[src/verilog/ivm_pkg.sv]
// Shared constants and carriers for the vector/return/move-event interpreter slice.
// Assumes frames arrive already assembled as nine bytes by a byte link outside.
`default_nettype none
package ivm_pkg;

  // Opcodes
  localparam logic [7:0] OP_MOVE_TO_POS   = 8'h04;
  localparam logic [7:0] OP_IRQ_ENABLE    = 8'h19;
  localparam logic [7:0] OP_IRQ_DISABLE   = 8'h1A;
  localparam logic [7:0] OP_DEFINE_VECTOR = 8'h25;
  localparam logic [7:0] OP_RETURN_HANDLER = 8'h26;
  localparam logic [7:0] OP_USER_FIRST    = 8'h40;
  localparam logic [7:0] OP_USER_LAST     = 8'h47;
  localparam logic [7:0] OP_POS_EVENT     = 8'h8A;

  // Status codes and addresses
  localparam logic [7:0] ST_OK            = 8'h64;
  localparam logic [7:0] ST_POS_REACHED   = 8'h80;
  localparam logic [7:0] ST_BAD_CHECKSUM  = 8'h01;
  localparam logic [7:0] ST_BAD_OPCODE    = 8'h02;
  localparam logic [7:0] ST_BAD_TYPE      = 8'h03;
  localparam logic [7:0] HOST_ADDR        = 8'h02;
  localparam logic [7:0] MODULE_ADDR      = 8'h01;

  // Field values
  localparam logic [7:0] IRQ_GLOBAL       = 8'hFF;
  localparam logic [7:0] EVT_TYPE_ONCE    = 8'h00;
  localparam logic [7:0] EVT_TYPE_EVERY   = 8'h01;
  localparam int         MOTOR_BIT        = 0;
  localparam int         IRQ_COUNT        = 16;
  localparam int         IRQ_IDX_W        = 4;
  localparam int         PC_W             = 16;
  localparam int         FRAME_BYTES      = 9;

  // Command frame, bytes in wire order
  typedef struct packed {
    logic [7:0]  addr;
    logic [7:0]  opcode;
    logic [7:0]  kind;
    logic [7:0]  bank;
    logic [31:0] value;
    logic [7:0]  checksum;
  } ivm_cmd_t;

  // Reply frame, bytes in wire order
  typedef struct packed {
    logic [7:0]  host;
    logic [7:0]  target;
    logic [7:0]  status;
    logic [7:0]  opcode;
    logic [31:0] value;
    logic [7:0]  checksum;
  } ivm_reply_t;

  // Interpreter context saved on handler entry
  typedef struct packed {
    logic [31:0]     accu;
    logic [31:0]     xreg;
    logic [7:0]      flags;
    logic [PC_W-1:0] pc;
  } ivm_ctx_t;

endpackage : ivm_pkg
`default_nettype wire

[src/verilog/ivm_cmd_core.sv]
// Direct-mode handling of vector, handler return, user functions and the
// position-reached event; program-side handling of vector and handler return.
// Assumes whole frames on cmd_valid, one clk domain, and a motion
// core that pulses move_start and move_done for each positioning move.
`timescale 1ns/10ps
`default_nettype none
module ivm_cmd_core #(
  parameter int IRQS = ivm_pkg::IRQ_COUNT
) (
  // Clock and reset
  input  wire logic                      clk,
  input  wire logic                      reset_n,
  // Direct-mode command frames
  input  wire logic                      cmd_valid,
  input  wire ivm_pkg::ivm_cmd_t         cmd,
  output logic                           cmd_ready,
  // Reply frames
  output logic                           reply_valid,
  output ivm_pkg::ivm_reply_t            reply,
  input  wire logic                      reply_ready,
  // Stored-program instruction issue
  input  wire logic                      prog_valid,
  input  wire ivm_pkg::ivm_cmd_t         prog_cmd,
  // Live interpreter context
  input  wire ivm_pkg::ivm_ctx_t         ctx_live,
  // Interrupt sources, one-cycle pulses
  input  wire logic [IRQS-1:0]           irq_event,
  // Program counter control
  output logic                           pc_load,
  output logic [ivm_pkg::PC_W-1:0]       pc_value,
  output logic                           ctx_restore,
  output ivm_pkg::ivm_ctx_t              ctx_saved,
  output logic                           in_handler,
  // User function hand-off
  output logic                           user_fn_strobe,
  output logic [2:0]                     user_fn_index,
  input  wire logic [31:0]               user_fn_result,
  // Motion core
  input  wire logic                      move_start,
  input  wire logic                      move_done
);
  localparam int PW = ivm_pkg::PC_W;

  ////////////////////////////////////////////////////////////////////////////
  // State
  logic [PW-1:0]        vec_r [IRQS];
  logic [IRQS-1:0]      vec_ok_r;
  logic [IRQS-1:0]      irq_en_r;
  logic                 irq_glob_r;
  logic [IRQS-1:0]      irq_pend_r;
  ivm_pkg::ivm_ctx_t    ctx_r;
  logic                 in_handler_r;
  logic                 pc_load_r;
  logic [PW-1:0]        pc_value_r;
  logic                 ctx_restore_r;
  logic                 ev_every_r;
  logic                 ev_once_r;
  logic                 ev_track_r;
  logic                 ev_due_r;
  logic [7:0]           ev_mask_r;
  logic                 rep_valid_r;
  ivm_pkg::ivm_reply_t  rep_r;
  logic                 uf_strobe_r;
  logic [2:0]           uf_index_r;

  ////////////////////////////////////////////////////////////////////////////
  // Command decode
  logic [7:0] cmd_sum;
  logic [7:0] rep_sum;
  logic       take_cmd;
  logic       sum_ok;
  logic       is_define_vector_cmd;
  logic       is_return_from_handler_cmd;
  logic       is_user;
  logic       is_event;
  logic       is_en;
  logic       is_dis;
  logic       evt_type_ok;
  logic       irq_idx_ok;
  logic [IRQS-1:0] irq_sel;

  ivm_sum8 u_cmd_sum (
    .frame (cmd),
    .sum   (cmd_sum)
  );

  assign cmd_ready   = ~rep_valid_r;
  assign take_cmd    = cmd_valid & cmd_ready;
  assign sum_ok      = (cmd_sum == cmd.checksum);
  assign is_define_vector_cmd     = (cmd.opcode == ivm_pkg::OP_DEFINE_VECTOR);
  assign is_return_from_handler_cmd     = (cmd.opcode == ivm_pkg::OP_RETURN_HANDLER);
  assign is_user     = (cmd.opcode >= ivm_pkg::OP_USER_FIRST) &&
                       (cmd.opcode <= ivm_pkg::OP_USER_LAST);
  assign is_event    = (cmd.opcode == ivm_pkg::OP_POS_EVENT);
  assign is_en       = (cmd.opcode == ivm_pkg::OP_IRQ_ENABLE);
  assign is_dis      = (cmd.opcode == ivm_pkg::OP_IRQ_DISABLE);
  assign evt_type_ok = (cmd.kind == ivm_pkg::EVT_TYPE_ONCE) ||
                       (cmd.kind == ivm_pkg::EVT_TYPE_EVERY);
  assign irq_idx_ok  = (cmd.kind < 8'(IRQS));
  assign irq_sel     = irq_idx_ok ? (IRQS'(1) << cmd.kind[ivm_pkg::IRQ_IDX_W-1:0])
                                  : '0;

  // Program path: event request has no program form and is ignored there
  logic       p_define_vector_cmd;
  logic       p_return_from_handler_cmd;
  logic       p_en;
  logic       p_dis;
  logic       p_idx_ok;
  logic [IRQS-1:0] p_sel;
  assign p_define_vector_cmd   = prog_valid && (prog_cmd.opcode == ivm_pkg::OP_DEFINE_VECTOR);
  assign p_return_from_handler_cmd   = prog_valid && (prog_cmd.opcode == ivm_pkg::OP_RETURN_HANDLER);
  assign p_en     = prog_valid && (prog_cmd.opcode == ivm_pkg::OP_IRQ_ENABLE);
  assign p_dis    = prog_valid && (prog_cmd.opcode == ivm_pkg::OP_IRQ_DISABLE);
  assign p_idx_ok = (prog_cmd.kind < 8'(IRQS));
  assign p_sel    = p_idx_ok ? (IRQS'(1) << prog_cmd.kind[ivm_pkg::IRQ_IDX_W-1:0]) : '0;

  ////////////////////////////////////////////////////////////////////////////
  // Vector table
  logic d_define_vector_cmd_ok;
  assign d_define_vector_cmd_ok = take_cmd && sum_ok && is_define_vector_cmd && irq_idx_ok;

  always_ff @(posedge clk) begin
    for (int i = 0; i < IRQS; i++) begin
      if (d_define_vector_cmd_ok && irq_sel[i]) begin
        vec_r[i] <= cmd.value[PW-1:0];
      end else if (p_define_vector_cmd && p_sel[i]) begin
        vec_r[i] <= prog_cmd.value[PW-1:0];
      end
    end
  end

  ////////////////////////////////////////////////////////////////////////////
  // Enables and pending
  logic en_hit;
  logic dis_hit;
  logic glob_on;
  logic glob_off;
  assign en_hit   = (take_cmd && sum_ok && is_en) || p_en;
  assign dis_hit  = (take_cmd && sum_ok && is_dis) || p_dis;
  assign glob_on  = (take_cmd && sum_ok && is_en && cmd.kind == ivm_pkg::IRQ_GLOBAL) ||
                    (p_en && prog_cmd.kind == ivm_pkg::IRQ_GLOBAL);
  assign glob_off = (take_cmd && sum_ok && is_dis && cmd.kind == ivm_pkg::IRQ_GLOBAL) ||
                    (p_dis && prog_cmd.kind == ivm_pkg::IRQ_GLOBAL);

  logic [IRQS-1:0] en_sel;
  assign en_sel = (take_cmd && sum_ok && (is_en || is_dis)) ? irq_sel : p_sel;

  // Lowest pending, enabled, vectored source wins
  logic [IRQS-1:0] eligible;
  logic            take_irq;
  logic [ivm_pkg::IRQ_IDX_W-1:0] irq_pick;
  assign eligible = irq_pend_r & irq_en_r & vec_ok_r;
  assign take_irq = irq_glob_r && !in_handler_r && (eligible != '0);

  always_comb begin
    irq_pick = '0;
    for (int i = IRQS - 1; i >= 0; i--) begin
      if (eligible[i]) begin
        irq_pick = ivm_pkg::IRQ_IDX_W'(i);
      end
    end
  end

  logic leave_handler;
  assign leave_handler = in_handler_r &&
                         ((take_cmd && sum_ok && is_return_from_handler_cmd) || p_return_from_handler_cmd);

  always_ff @(posedge clk or negedge reset_n) begin
    if (!reset_n) begin
      vec_ok_r   <= '0;
      irq_en_r   <= '0;
      irq_glob_r <= 1'b0;
      irq_pend_r <= '0;
    end else begin
      vec_ok_r   <= vec_ok_r | (d_define_vector_cmd_ok ? irq_sel : '0) | (p_define_vector_cmd ? p_sel : '0);
      irq_en_r   <= (irq_en_r & ~(dis_hit ? en_sel : '0)) | (en_hit ? en_sel : '0);
      irq_glob_r <= glob_on ? 1'b1 : (glob_off ? 1'b0 : irq_glob_r);
      // New event wins over the clear of the one taken
      irq_pend_r <= (irq_pend_r & ~(take_irq ? (IRQS'(1) << irq_pick) : '0)) | irq_event;
    end
  end

  ////////////////////////////////////////////////////////////////////////////
  // Handler entry and return
  always_ff @(posedge clk or negedge reset_n) begin
    if (!reset_n) begin
      ctx_r         <= '0;
      in_handler_r  <= 1'b0;
      pc_load_r     <= 1'b0;
      pc_value_r    <= '0;
      ctx_restore_r <= 1'b0;
    end else begin
      pc_load_r     <= 1'b0;
      ctx_restore_r <= 1'b0;
      if (take_irq) begin
        ctx_r        <= ctx_live;
        in_handler_r <= 1'b1;
        pc_load_r    <= 1'b1;
        pc_value_r   <= vec_r[irq_pick];
      end else if (leave_handler) begin
        in_handler_r  <= 1'b0;
        ctx_restore_r <= 1'b1;
        pc_load_r     <= 1'b1;
        pc_value_r    <= ctx_r.pc;
      end
    end
  end

  ////////////////////////////////////////////////////////////////////////////
  // Position-reached arming
  logic ev_req;
  logic ev_fire;
  assign ev_req  = take_cmd && sum_ok && is_event && evt_type_ok;
  assign ev_fire = ev_track_r && move_done;

  always_ff @(posedge clk or negedge reset_n) begin
    if (!reset_n) begin
      ev_every_r <= 1'b0;
      ev_once_r  <= 1'b0;
      ev_track_r <= 1'b0;
      ev_due_r   <= 1'b0;
      ev_mask_r  <= '0;
    end else begin
      if (ev_req) begin
        ev_mask_r  <= {7'b000_0000, cmd.value[ivm_pkg::MOTOR_BIT]};
        ev_every_r <= (cmd.kind == ivm_pkg::EVT_TYPE_EVERY);
        ev_once_r  <= (cmd.kind == ivm_pkg::EVT_TYPE_ONCE);
      end else if (move_start && ev_once_r) begin
        ev_once_r  <= 1'b0;
      end
      if (move_start) begin
        ev_track_r <= (ev_every_r || ev_once_r) && (ev_mask_r != '0);
      end else if (move_done) begin
        ev_track_r <= 1'b0;
      end
      // Completion wins over the send that clears it
      ev_due_r <= ev_fire | (ev_due_r & ~(rep_valid_r & reply_ready & rep_r.status ==
                  ivm_pkg::ST_POS_REACHED));
    end
  end

  ////////////////////////////////////////////////////////////////////////////
  // Reply building
  ivm_pkg::ivm_reply_t rep_nxt;
  logic [7:0]          rep_nxt_sum;
  logic                send_due;
  assign send_due = ev_due_r && !rep_valid_r && !take_cmd;

  always_comb begin
    rep_nxt        = '0;
    rep_nxt.host   = ivm_pkg::HOST_ADDR;
    rep_nxt.target = ivm_pkg::MODULE_ADDR;
    rep_nxt.opcode = cmd.opcode;
    rep_nxt.status = ivm_pkg::ST_OK;
    if (send_due) begin
      rep_nxt.opcode = ivm_pkg::OP_POS_EVENT;
      rep_nxt.status = ivm_pkg::ST_POS_REACHED;
      rep_nxt.value  = {24'h00_0000, ev_mask_r};
    end else if (!sum_ok) begin
      rep_nxt.status = ivm_pkg::ST_BAD_CHECKSUM;
    end else if (is_event) begin
      rep_nxt.status = evt_type_ok ? ivm_pkg::ST_OK : ivm_pkg::ST_BAD_TYPE;
      rep_nxt.value  = {24'h00_0000, 7'b000_0000, cmd.value[ivm_pkg::MOTOR_BIT]};
    end else if (is_user) begin
      rep_nxt.value  = user_fn_result;
    end else if (is_define_vector_cmd || is_return_from_handler_cmd || is_en || is_dis) begin
      rep_nxt.status = ivm_pkg::ST_OK;
    end else begin
      rep_nxt.status = ivm_pkg::ST_BAD_OPCODE;
    end
  end

  ivm_sum8 u_rep_sum (
    .frame ({rep_nxt.host, rep_nxt.target, rep_nxt.status, rep_nxt.opcode,
             rep_nxt.value, 8'h00}),
    .sum   (rep_nxt_sum)
  );
  assign rep_sum = rep_nxt_sum;

  always_ff @(posedge clk or negedge reset_n) begin
    if (!reset_n) begin
      rep_valid_r <= 1'b0;
      rep_r       <= '0;
      uf_strobe_r <= 1'b0;
      uf_index_r  <= '0;
    end else begin
      uf_strobe_r <= take_cmd && sum_ok && is_user;
      if (take_cmd && sum_ok && is_user) begin
        uf_index_r <= cmd.opcode[2:0];
      end
      if (take_cmd || send_due) begin
        rep_valid_r    <= 1'b1;
        rep_r          <= rep_nxt;
        rep_r.checksum <= rep_sum;
      end else if (reply_ready) begin
        rep_valid_r <= 1'b0;
      end
    end
  end

  ////////////////////////////////////////////////////////////////////////////
  // Outputs
  assign reply_valid    = rep_valid_r;
  assign reply          = rep_r;
  assign pc_load        = pc_load_r;
  assign pc_value       = pc_value_r;
  assign ctx_restore    = ctx_restore_r;
  assign ctx_saved      = ctx_r;
  assign in_handler     = in_handler_r;
  assign user_fn_strobe = uf_strobe_r;
  assign user_fn_index  = uf_index_r;

endmodule : ivm_cmd_core
`default_nettype wire

[src/verilog/ivm_sum8.sv]
// Modulo-256 sum of the first eight bytes of a nine-byte frame.
// Purely combinational; used for checking commands and sealing replies.
`timescale 1ns/10ps
`default_nettype none
module ivm_sum8 (
  // Frame in
  input  wire logic [71:0] frame,
  // Sum out
  output logic      [7:0]  sum
);
  logic [10:0] acc;

  always_comb begin
    acc = '0;
    for (int i = 1; i < 9; i++) begin
      acc = acc + {3'b000, frame[i*8 +: 8]};
    end
    sum = acc[7:0];
  end
endmodule : ivm_sum8
`default_nettype wire

[config.mk]
export PLATFORM = sky130hd
export DESIGN_NAME = ivm_cmd_core
export DESIGN_NICKNAME = d
export VERILOG_FILES = /design/src/verilog/ivm_pkg.sv /design/src/verilog/ivm_cmd_core.sv /design/src/verilog/ivm_sum8.sv
export SDC_FILE = /design/constraint.sdc
export NUM_CORES = 1
export LEC_CHECK = 0
export BUFFER_PORTS_ARGS = -buffer_cell sky130_fd_sc_hd__buf_2
export CELL_PAD_IN_SITES_DETAIL_PLACEMENT = 1
export CELL_PAD_IN_SITES_GLOBAL_PLACEMENT = 1
export CORE_MARGIN = 1.5
export CORE_UTILIZATION = 25
export DETAILED_ROUTE_END_ITERATION = 10
export PLACE_DENSITY = 0.6
export SLEW_MARGIN = 20
export SYNTH_ARGS = -nofsm -noshare
export SYNTH_HDL_FRONTEND = slang
export SYNTH_SLANG_ARGS = --single-unit
[constraint.sdc]
create_clock -name clk -period 5.29 [get_ports clk]
set_clock_uncertainty 0.15 [all_clocks]
set_input_delay 0.529 -clock clk [delete_from_list [all_inputs] [get_ports clk]]
set_output_delay 0.529 -clock clk [all_outputs]
set_load 0.02 [all_outputs]
# Yosys cells after proc, flatten, opt, wreduce, memory -nomap -nowiden
# Memories as Yosys holds them, arrays and structs flattened.
# Index checks and enable logic that the tools add are counted.
dict set report op_classes {
  mux 146
  n_eq_ne 14
  shifts 3
  n_reduce_logical 81
  add_sub_neg 14
  n_lt_le_gt_ge 4
  bitwise 33
}
# operator n
set op_table {}
lappend op_table {{$mux 16} 26}
lappend op_table {{$mux 32} 4}
lappend op_table {{$add 8x8->8} 12}
lappend op_table {{$mux 1} 93}
lappend op_table {{$and 16x16->16} 4}
lappend op_table {{$mux 4} 16}
lappend op_table {{$or 16x16->16} 4}
lappend op_table {{$logic_and 1x1->1} 59}
lappend op_table {{$shl 1x4->16 const A} 3}
lappend op_table {{$mux 7} 5}
lappend op_table {{$eq 8x5->1 const B} 4}
lappend op_table {{$eq 8x6->1 const B} 4}
lappend op_table {{$eq 8x8->1 const B} 4}
lappend op_table {{$not 16->16} 2}
lappend op_table {{$or 1x1->1} 17}
lappend op_table {{$lt 8x5->1 const B} 2}
lappend op_table {{$mux 8} 2}
lappend op_table {{$reduce_bool 16->1} 1}
lappend op_table {{$logic_or 1x1->1} 12}
lappend op_table {{$reduce_bool 2->1} 5}
lappend op_table {{$add 8x1->8 const B} 1}
lappend op_table {{$add 8x2->8 const B} 1}
lappend op_table {{$eq 8x1->1 const B} 1}
lappend op_table {{$eq 8x8->1} 1}
lappend op_table {{6 further kinds} 12}
dict set report totals {
  input_bits 287
  ff_bits 223
  elab_cells 321
  mem_bits_rw 256
  memories 1
}
# name depth width rd rd_clocked_by_memory_dff wr line
set memory_table {}
lappend memory_table {vec_r 16 16 1 0 16 ivm_cmd_core.sv:46} ;# logic [PW-1:0] vec_r [IRQS];

# Logic depth before layout (Yosys ltp)
dict set report depth {
  depth_word 23
  depth_mapped 36
  ltp_nobuf 33
}

# Cells and area by module
# Synthesis repeated with hierarchy kept, for this count alone.
dict set report hier_totals {
  cells_unflattened 2154
  area_unflattened_um2 25555.8
}
# module seq_area_each_um2 cells_per_inst area_each_um2 instances
set by_module_without_submodules {}
lappend by_module_without_submodules {ivm_cmd_core 13167.6 1906 23023.3 1}
lappend by_module_without_submodules {ivm_sum8 0.0 124 1266.2 2}

# Worst setup path after synthesis
# No wires, ideal clock.
dict set report synth_timing {
  path_type {input -> register}
  from {in cmd[8] (netlist name)}
  to {reg rep_r, in the netlist reply[7]}
  cell_stages 32
  t_arrival_ps 8271
  setup_ps 135
  slack_ps -3266
  cell_sequence {clkbuf_1 clkbuf_1 inv_1 fa_1 fa_1 fa_1 fa_1 inv_1 ha_1 inv_1 fa_1 xnor2_1 nor4_1 nand4_1 nor4_1 clkbuf_1 nand2_1 fa_1 inv_1 fa_1 inv_1 fa_1 inv_1 ha_1 fa_1 a21o_1 a21oi_1 o21bai_1 a21oi_1 xnor2_1 xnor2_1 o21ai_0}
}
dict set report synth_via {
  elab_chain_cells 17
  elab_cells_between_ends 20
  classes_between {14 x add/sub; 1 x eq/ne; 5 x mux}
}
# item line
set synth_rtl {}
lappend synth_rtl {{from (decl)} ivm_cmd_core.sv:15} ;# input wire ivm_pkg::ivm_cmd_t cmd,
lappend synth_rtl {{$add 8x8->8 (7 in series)} ivm_sum8.sv:16} ;# acc = acc + {3'b000, frame[i*8 +: 8]};
lappend synth_rtl {{$eq 8x8->1} ivm_cmd_core.sv:89} ;# assign sum_ok = (cmd_sum == cmd.checksum);
lappend synth_rtl {{$mux 32} ivm_cmd_core.sv:259} ;# end else if (!sum_ok) begin
lappend synth_rtl {{$mux 32} ivm_cmd_core.sv:255} ;# if (send_due) begin
lappend synth_rtl {{$add 8x8->8 (4 in series)} ivm_sum8.sv:16}
lappend synth_rtl {{$add 8x8->8 (*)} ivm_sum8.sv:16}
lappend synth_rtl {{$add 8x1->8 (*)} ivm_sum8.sv:16}
lappend synth_rtl {{$add 8x2->8 (*)} ivm_sum8.sv:16}
lappend synth_rtl {{to (signal assigned)} ivm_cmd_core.sv:293} ;# rep_r <= rep_nxt;
lappend synth_rtl {{to (decl)} ivm_cmd_core.sv:62} ;# ivm_pkg::ivm_reply_t rep_r;
# Mark *: on every way between the ends. The rest lies on a longest branch, timed or not.
# A chain may end at the register's enable or synchronous reset.

# Worst setup path in the final report
dict set report layout_timing {
  from {in cmd[33] (netlist name)}
  to {reg rep_r, in the netlist reply[7]}
}
dict set report layout_via {
  elab_chain_cells 15
  elab_cells_between_ends 17
  classes_between {12 x add/sub; 1 x eq/ne; 4 x mux}
}
# item line
set layout_rtl {}
lappend layout_rtl {{$add 8x8->8 (*) (5 in series)} ivm_sum8.sv:16}
lappend layout_rtl {{$eq 8x8->1 (*)} ivm_cmd_core.sv:89}
lappend layout_rtl {{$mux 32} ivm_cmd_core.sv:259}
lappend layout_rtl {{$mux 32} ivm_cmd_core.sv:255}
lappend layout_rtl {{$add 8x8->8 (4 in series)} ivm_sum8.sv:16}
lappend layout_rtl {{$add 8x8->8 (*)} ivm_sum8.sv:16}
lappend layout_rtl {{$add 8x1->8 (*)} ivm_sum8.sv:16}
lappend layout_rtl {{$add 8x2->8 (*)} ivm_sum8.sv:16}
# Marked as above.

==> impl_metrics.py <==
metrics = {
    "outcome": {
        "outcome": "complete, but fails checks",
        "violations": "setup timing",
    },
    "critical_path": {
        "cp_data_required_time_ns": 5.63,
        "crit_slowest_cell": "fa_2",
        "critPathMaxFanout": 5,
        "criticalPathCategory": "in -> reg",
        "critical_path.most_common_cell": "fa_2",
        "r2r_setup_slack_ns": 0.68,
        "arrival_ns": 7.72,
        "endpoint_kind": "flip-flop",
        "crit_path_start_kind": "input pin",
        "max_stage_delay_ns": 0.62,
    },
    "floorplan": {
        "die_w_um": 326,
        "die_y_um": 326,
        "rows": 118,
        "ios": 472,
        "floorplan.initialDensity": 0.252,
        "core-area_um2": 104000,
        "dieArea_um2": 107000,
    },
    "timing": {
        "drv_slew": 0,
        "holdWs_ns": 0.0601,
        "timing.setup.tns_ns": -54.31,
        "fin_ws_ns": -2.09,
        "rsz0062_at_grt": "true",
        "fmax_mhz": 135,
        "fin_crit_sh": 1.40,
        "hold_viol_final": 0,
        "setup_viol": 393,
        "relSlewSlack": 0.354,
        "worst_pin_slew_ns": 0.961,
        "period_needed_ns": 7.38,
    },
    "detailed_routing": {
        "firstDrtPassIters": 5,
        "num_vias": 21866,
        "via_per_inst": 4.90,
        "wl_per_cell_um": 24.5,
        "antenna_left": 0,
        "dr.first_iter.drc_count": 1509,
        "drc_errors": 0,
        "drt-total-wl_um": 109000,
    },
    "yosys": {
        "synth_edf_count": 256,
        "netlist_instances": 2371,
        "yosysWarnings": 0,
        "ys.flop_type": "edfxtp_1",
        "synth_seq_area_share": 0.503,
        "ys_types": 79,
        "synth.cell_area_um2": 26200,
        "synth-async-reset-ratio": 0.461,
        "synth-seq-cells": 475,
        "avgSynthCellArea_um2": 11.0,
    },
    "grt": {
        "grt_max_degree": 131,
        "grt_pass1_wl_um": 158000,
        "grt_pass1_vias": 23125,
        "grt-ovfl-total": 0,
        "antenna_found_initial": 16,
        "track_usage": 0.200,
    },
    "layout": {
        "layout-drive-gt1-share": 0.370,
        "mostFrequentLayoutCell": "buf_2",
        "post-route-util": 0.347,
        "fillCellCount": 11481,
        "multi_input_area_um2": 12800,
        "area_growth_pct": 37.6,
        "fin_cells": 4458,
        "ff_latch_area_um2": 13200,
        "layout_common_cells": "buf_2, nand2_1, edfxtp_1",
        "fin_nets": 3395,
    },
    "placed_design": {
        "dp_cells": 4180,
        "io_buffers": 415,
        "gp_congestion": 0.830,
        "place_hpwl_um": 75500,
    },
    "clocking": {
        "numCtsBuffers": 58,
        "clk_pin_slew_ns": 0.06,
        "clockBufferDepth": 3,
        "cts_tree": "done",
        "clock_latency_ns": 0.68,
        "cts_root_buf": "clkbuf_16",
        "cts_htree_levels": 2,
        "clock_sinks": 475,
    },
    "power_and_ir_drop": {
        "p_total_mw": 10.3,
        "p_leak_nw": 15.2,
        "ir_drop_uv": 279,
        "p_per_area_nw_per_um2": 285,
    },
    "worst_hold_path": {
        "hold_path_class": "in -> reg",
    },
    "run": {
        "drv_cap": 0,
    },
}
[state kept, by name (all words and copies together) (netlist names), 3 cells and up]
| signal | cells |
|---|---|
| ctx_saved | 88 |
| user_fn_index | 3 |
| vec_ok_r | 16 |
| reply | 53 |
| irq_en_r | 16 |
| irq_pend_r | 16 |
| pc_value | 16 |
| vec_r | 256 |
[per-stage QoR]
step                      instance area, µm²  worst slack (ns)
after detailed placement               31900             -3.07
after floorplan                        27100             -2.45
after CTS                              35800             -2.09
after global placement                 31900             -2.95
after global routing                   36000             -2.36
final                                  36000             -2.09
[synth_stat cells, types with 14 or more instances]
library cell,number,area [µm²]
buf_4,30,225
a21o_1,35,263
ha_1,18,225
nor3_1,34,170
o2111ai_1,15,131
inv_1,114,428
xnor2_1,22,193
nor2_1,83,312
a211oi_1,33,248
nand4_1,20,125
and3_1,45,282
and2_1,22,138
or2_2,20,125
clkbuf_1,136,510
nand3_1,96,480
o21ai_0,118,591
mux2i_1,33,330
o211ai_1,19,143
nand2b_1,14,87.6
o32ai_1,14,123
a21oi_1,44,220
edfxtp_1,256,7690
a221o_1,29,290
a31oi_1,15,93.8
nand2_1,394,1480
mux2_2,271,3050
fa_1,64,1280
a221oi_1,16,140
dfrtp_1,219,5480
[repair_timing]
item	CTS	global route
hold buffers	113	0
pin swaps	31	18
setup endpoints to repair	474	391
hold endpoints to repair	169	0
cloned	8	1
resized for setup	56	24
buffers inserted	34	12
[worst max-delay path, delay by kind of cell]
kind	cells	cell delay, ns
buf+inv	9	0.79
compound gates	5	0.63
fa+ha+maj	11	4.66
simple gates	4	0.67
xor+xnor	3	0.45
[where the power goes]
part / switching, mW / internal (mW)
Clock: 1.71 / 2.34
Sequential: 0.0550 / 3.98
Combinational: 1.14 / 1.05
[layer usage]
| layer | vias to the layer above | wire length [µm] | GRT usage | part of all wire |
|---|---|---|---|---|
| met5 | - | 57 | 0 | 0.00052 |
| met4 | 10 | 3530 | 0.0653 | 0.032 |
| met3 | 177 | 6590 | 0.0329 | 0.060 |
| met2 | 805 | 52200 | 0.339 | 0.48 |
| met1 | 11097 | 46700 | 0.258 | 0.43 |
| li1 | 9777 | - | - | - |
[path summary, 6_finish.rpt]
path | depth (start not counted) | from | to
worst max-delay path | 32 | cmd[33] | reply[7]
worst min-delay path | 2 | cmd[58] | user_fn_index[2]
worst max register to register | 19 | ev_due_r | reply[7]
worst min register to register | 2 | ctx_saved[78] | ctx_saved[78]
max in group asynchronous | 3 | reset_n | pc_value[11]
min in group asynchronous | 2 | reset_n | reply[30]
[final cells by class]
type,count,area share
well taps,1380,0.0480
flip-flops and latches,475,0.366
multi-input cells,1612,0.357
diodes,5,0.000348
inverters,114,0.0119
clock inverters,23,0.00723
repair buffers,765,0.163
clock buffers,84,0.0464
[logic make-up (layout without fill, tap and decap cells)]
group           count (synthesis)  after routing  synth area share
simple gates                  768            768             0.134
fa+ha+maj                      82             82            0.0576
compound gates                397            397             0.107
xor+xnor                       34             34            0.0133
other cells                     1             21          0.000143
buf+inv                       299            986            0.0493
flops                         475            475             0.503
mux                           315            315             0.135
No activity file was read; power rests on OpenSTA's default activity.
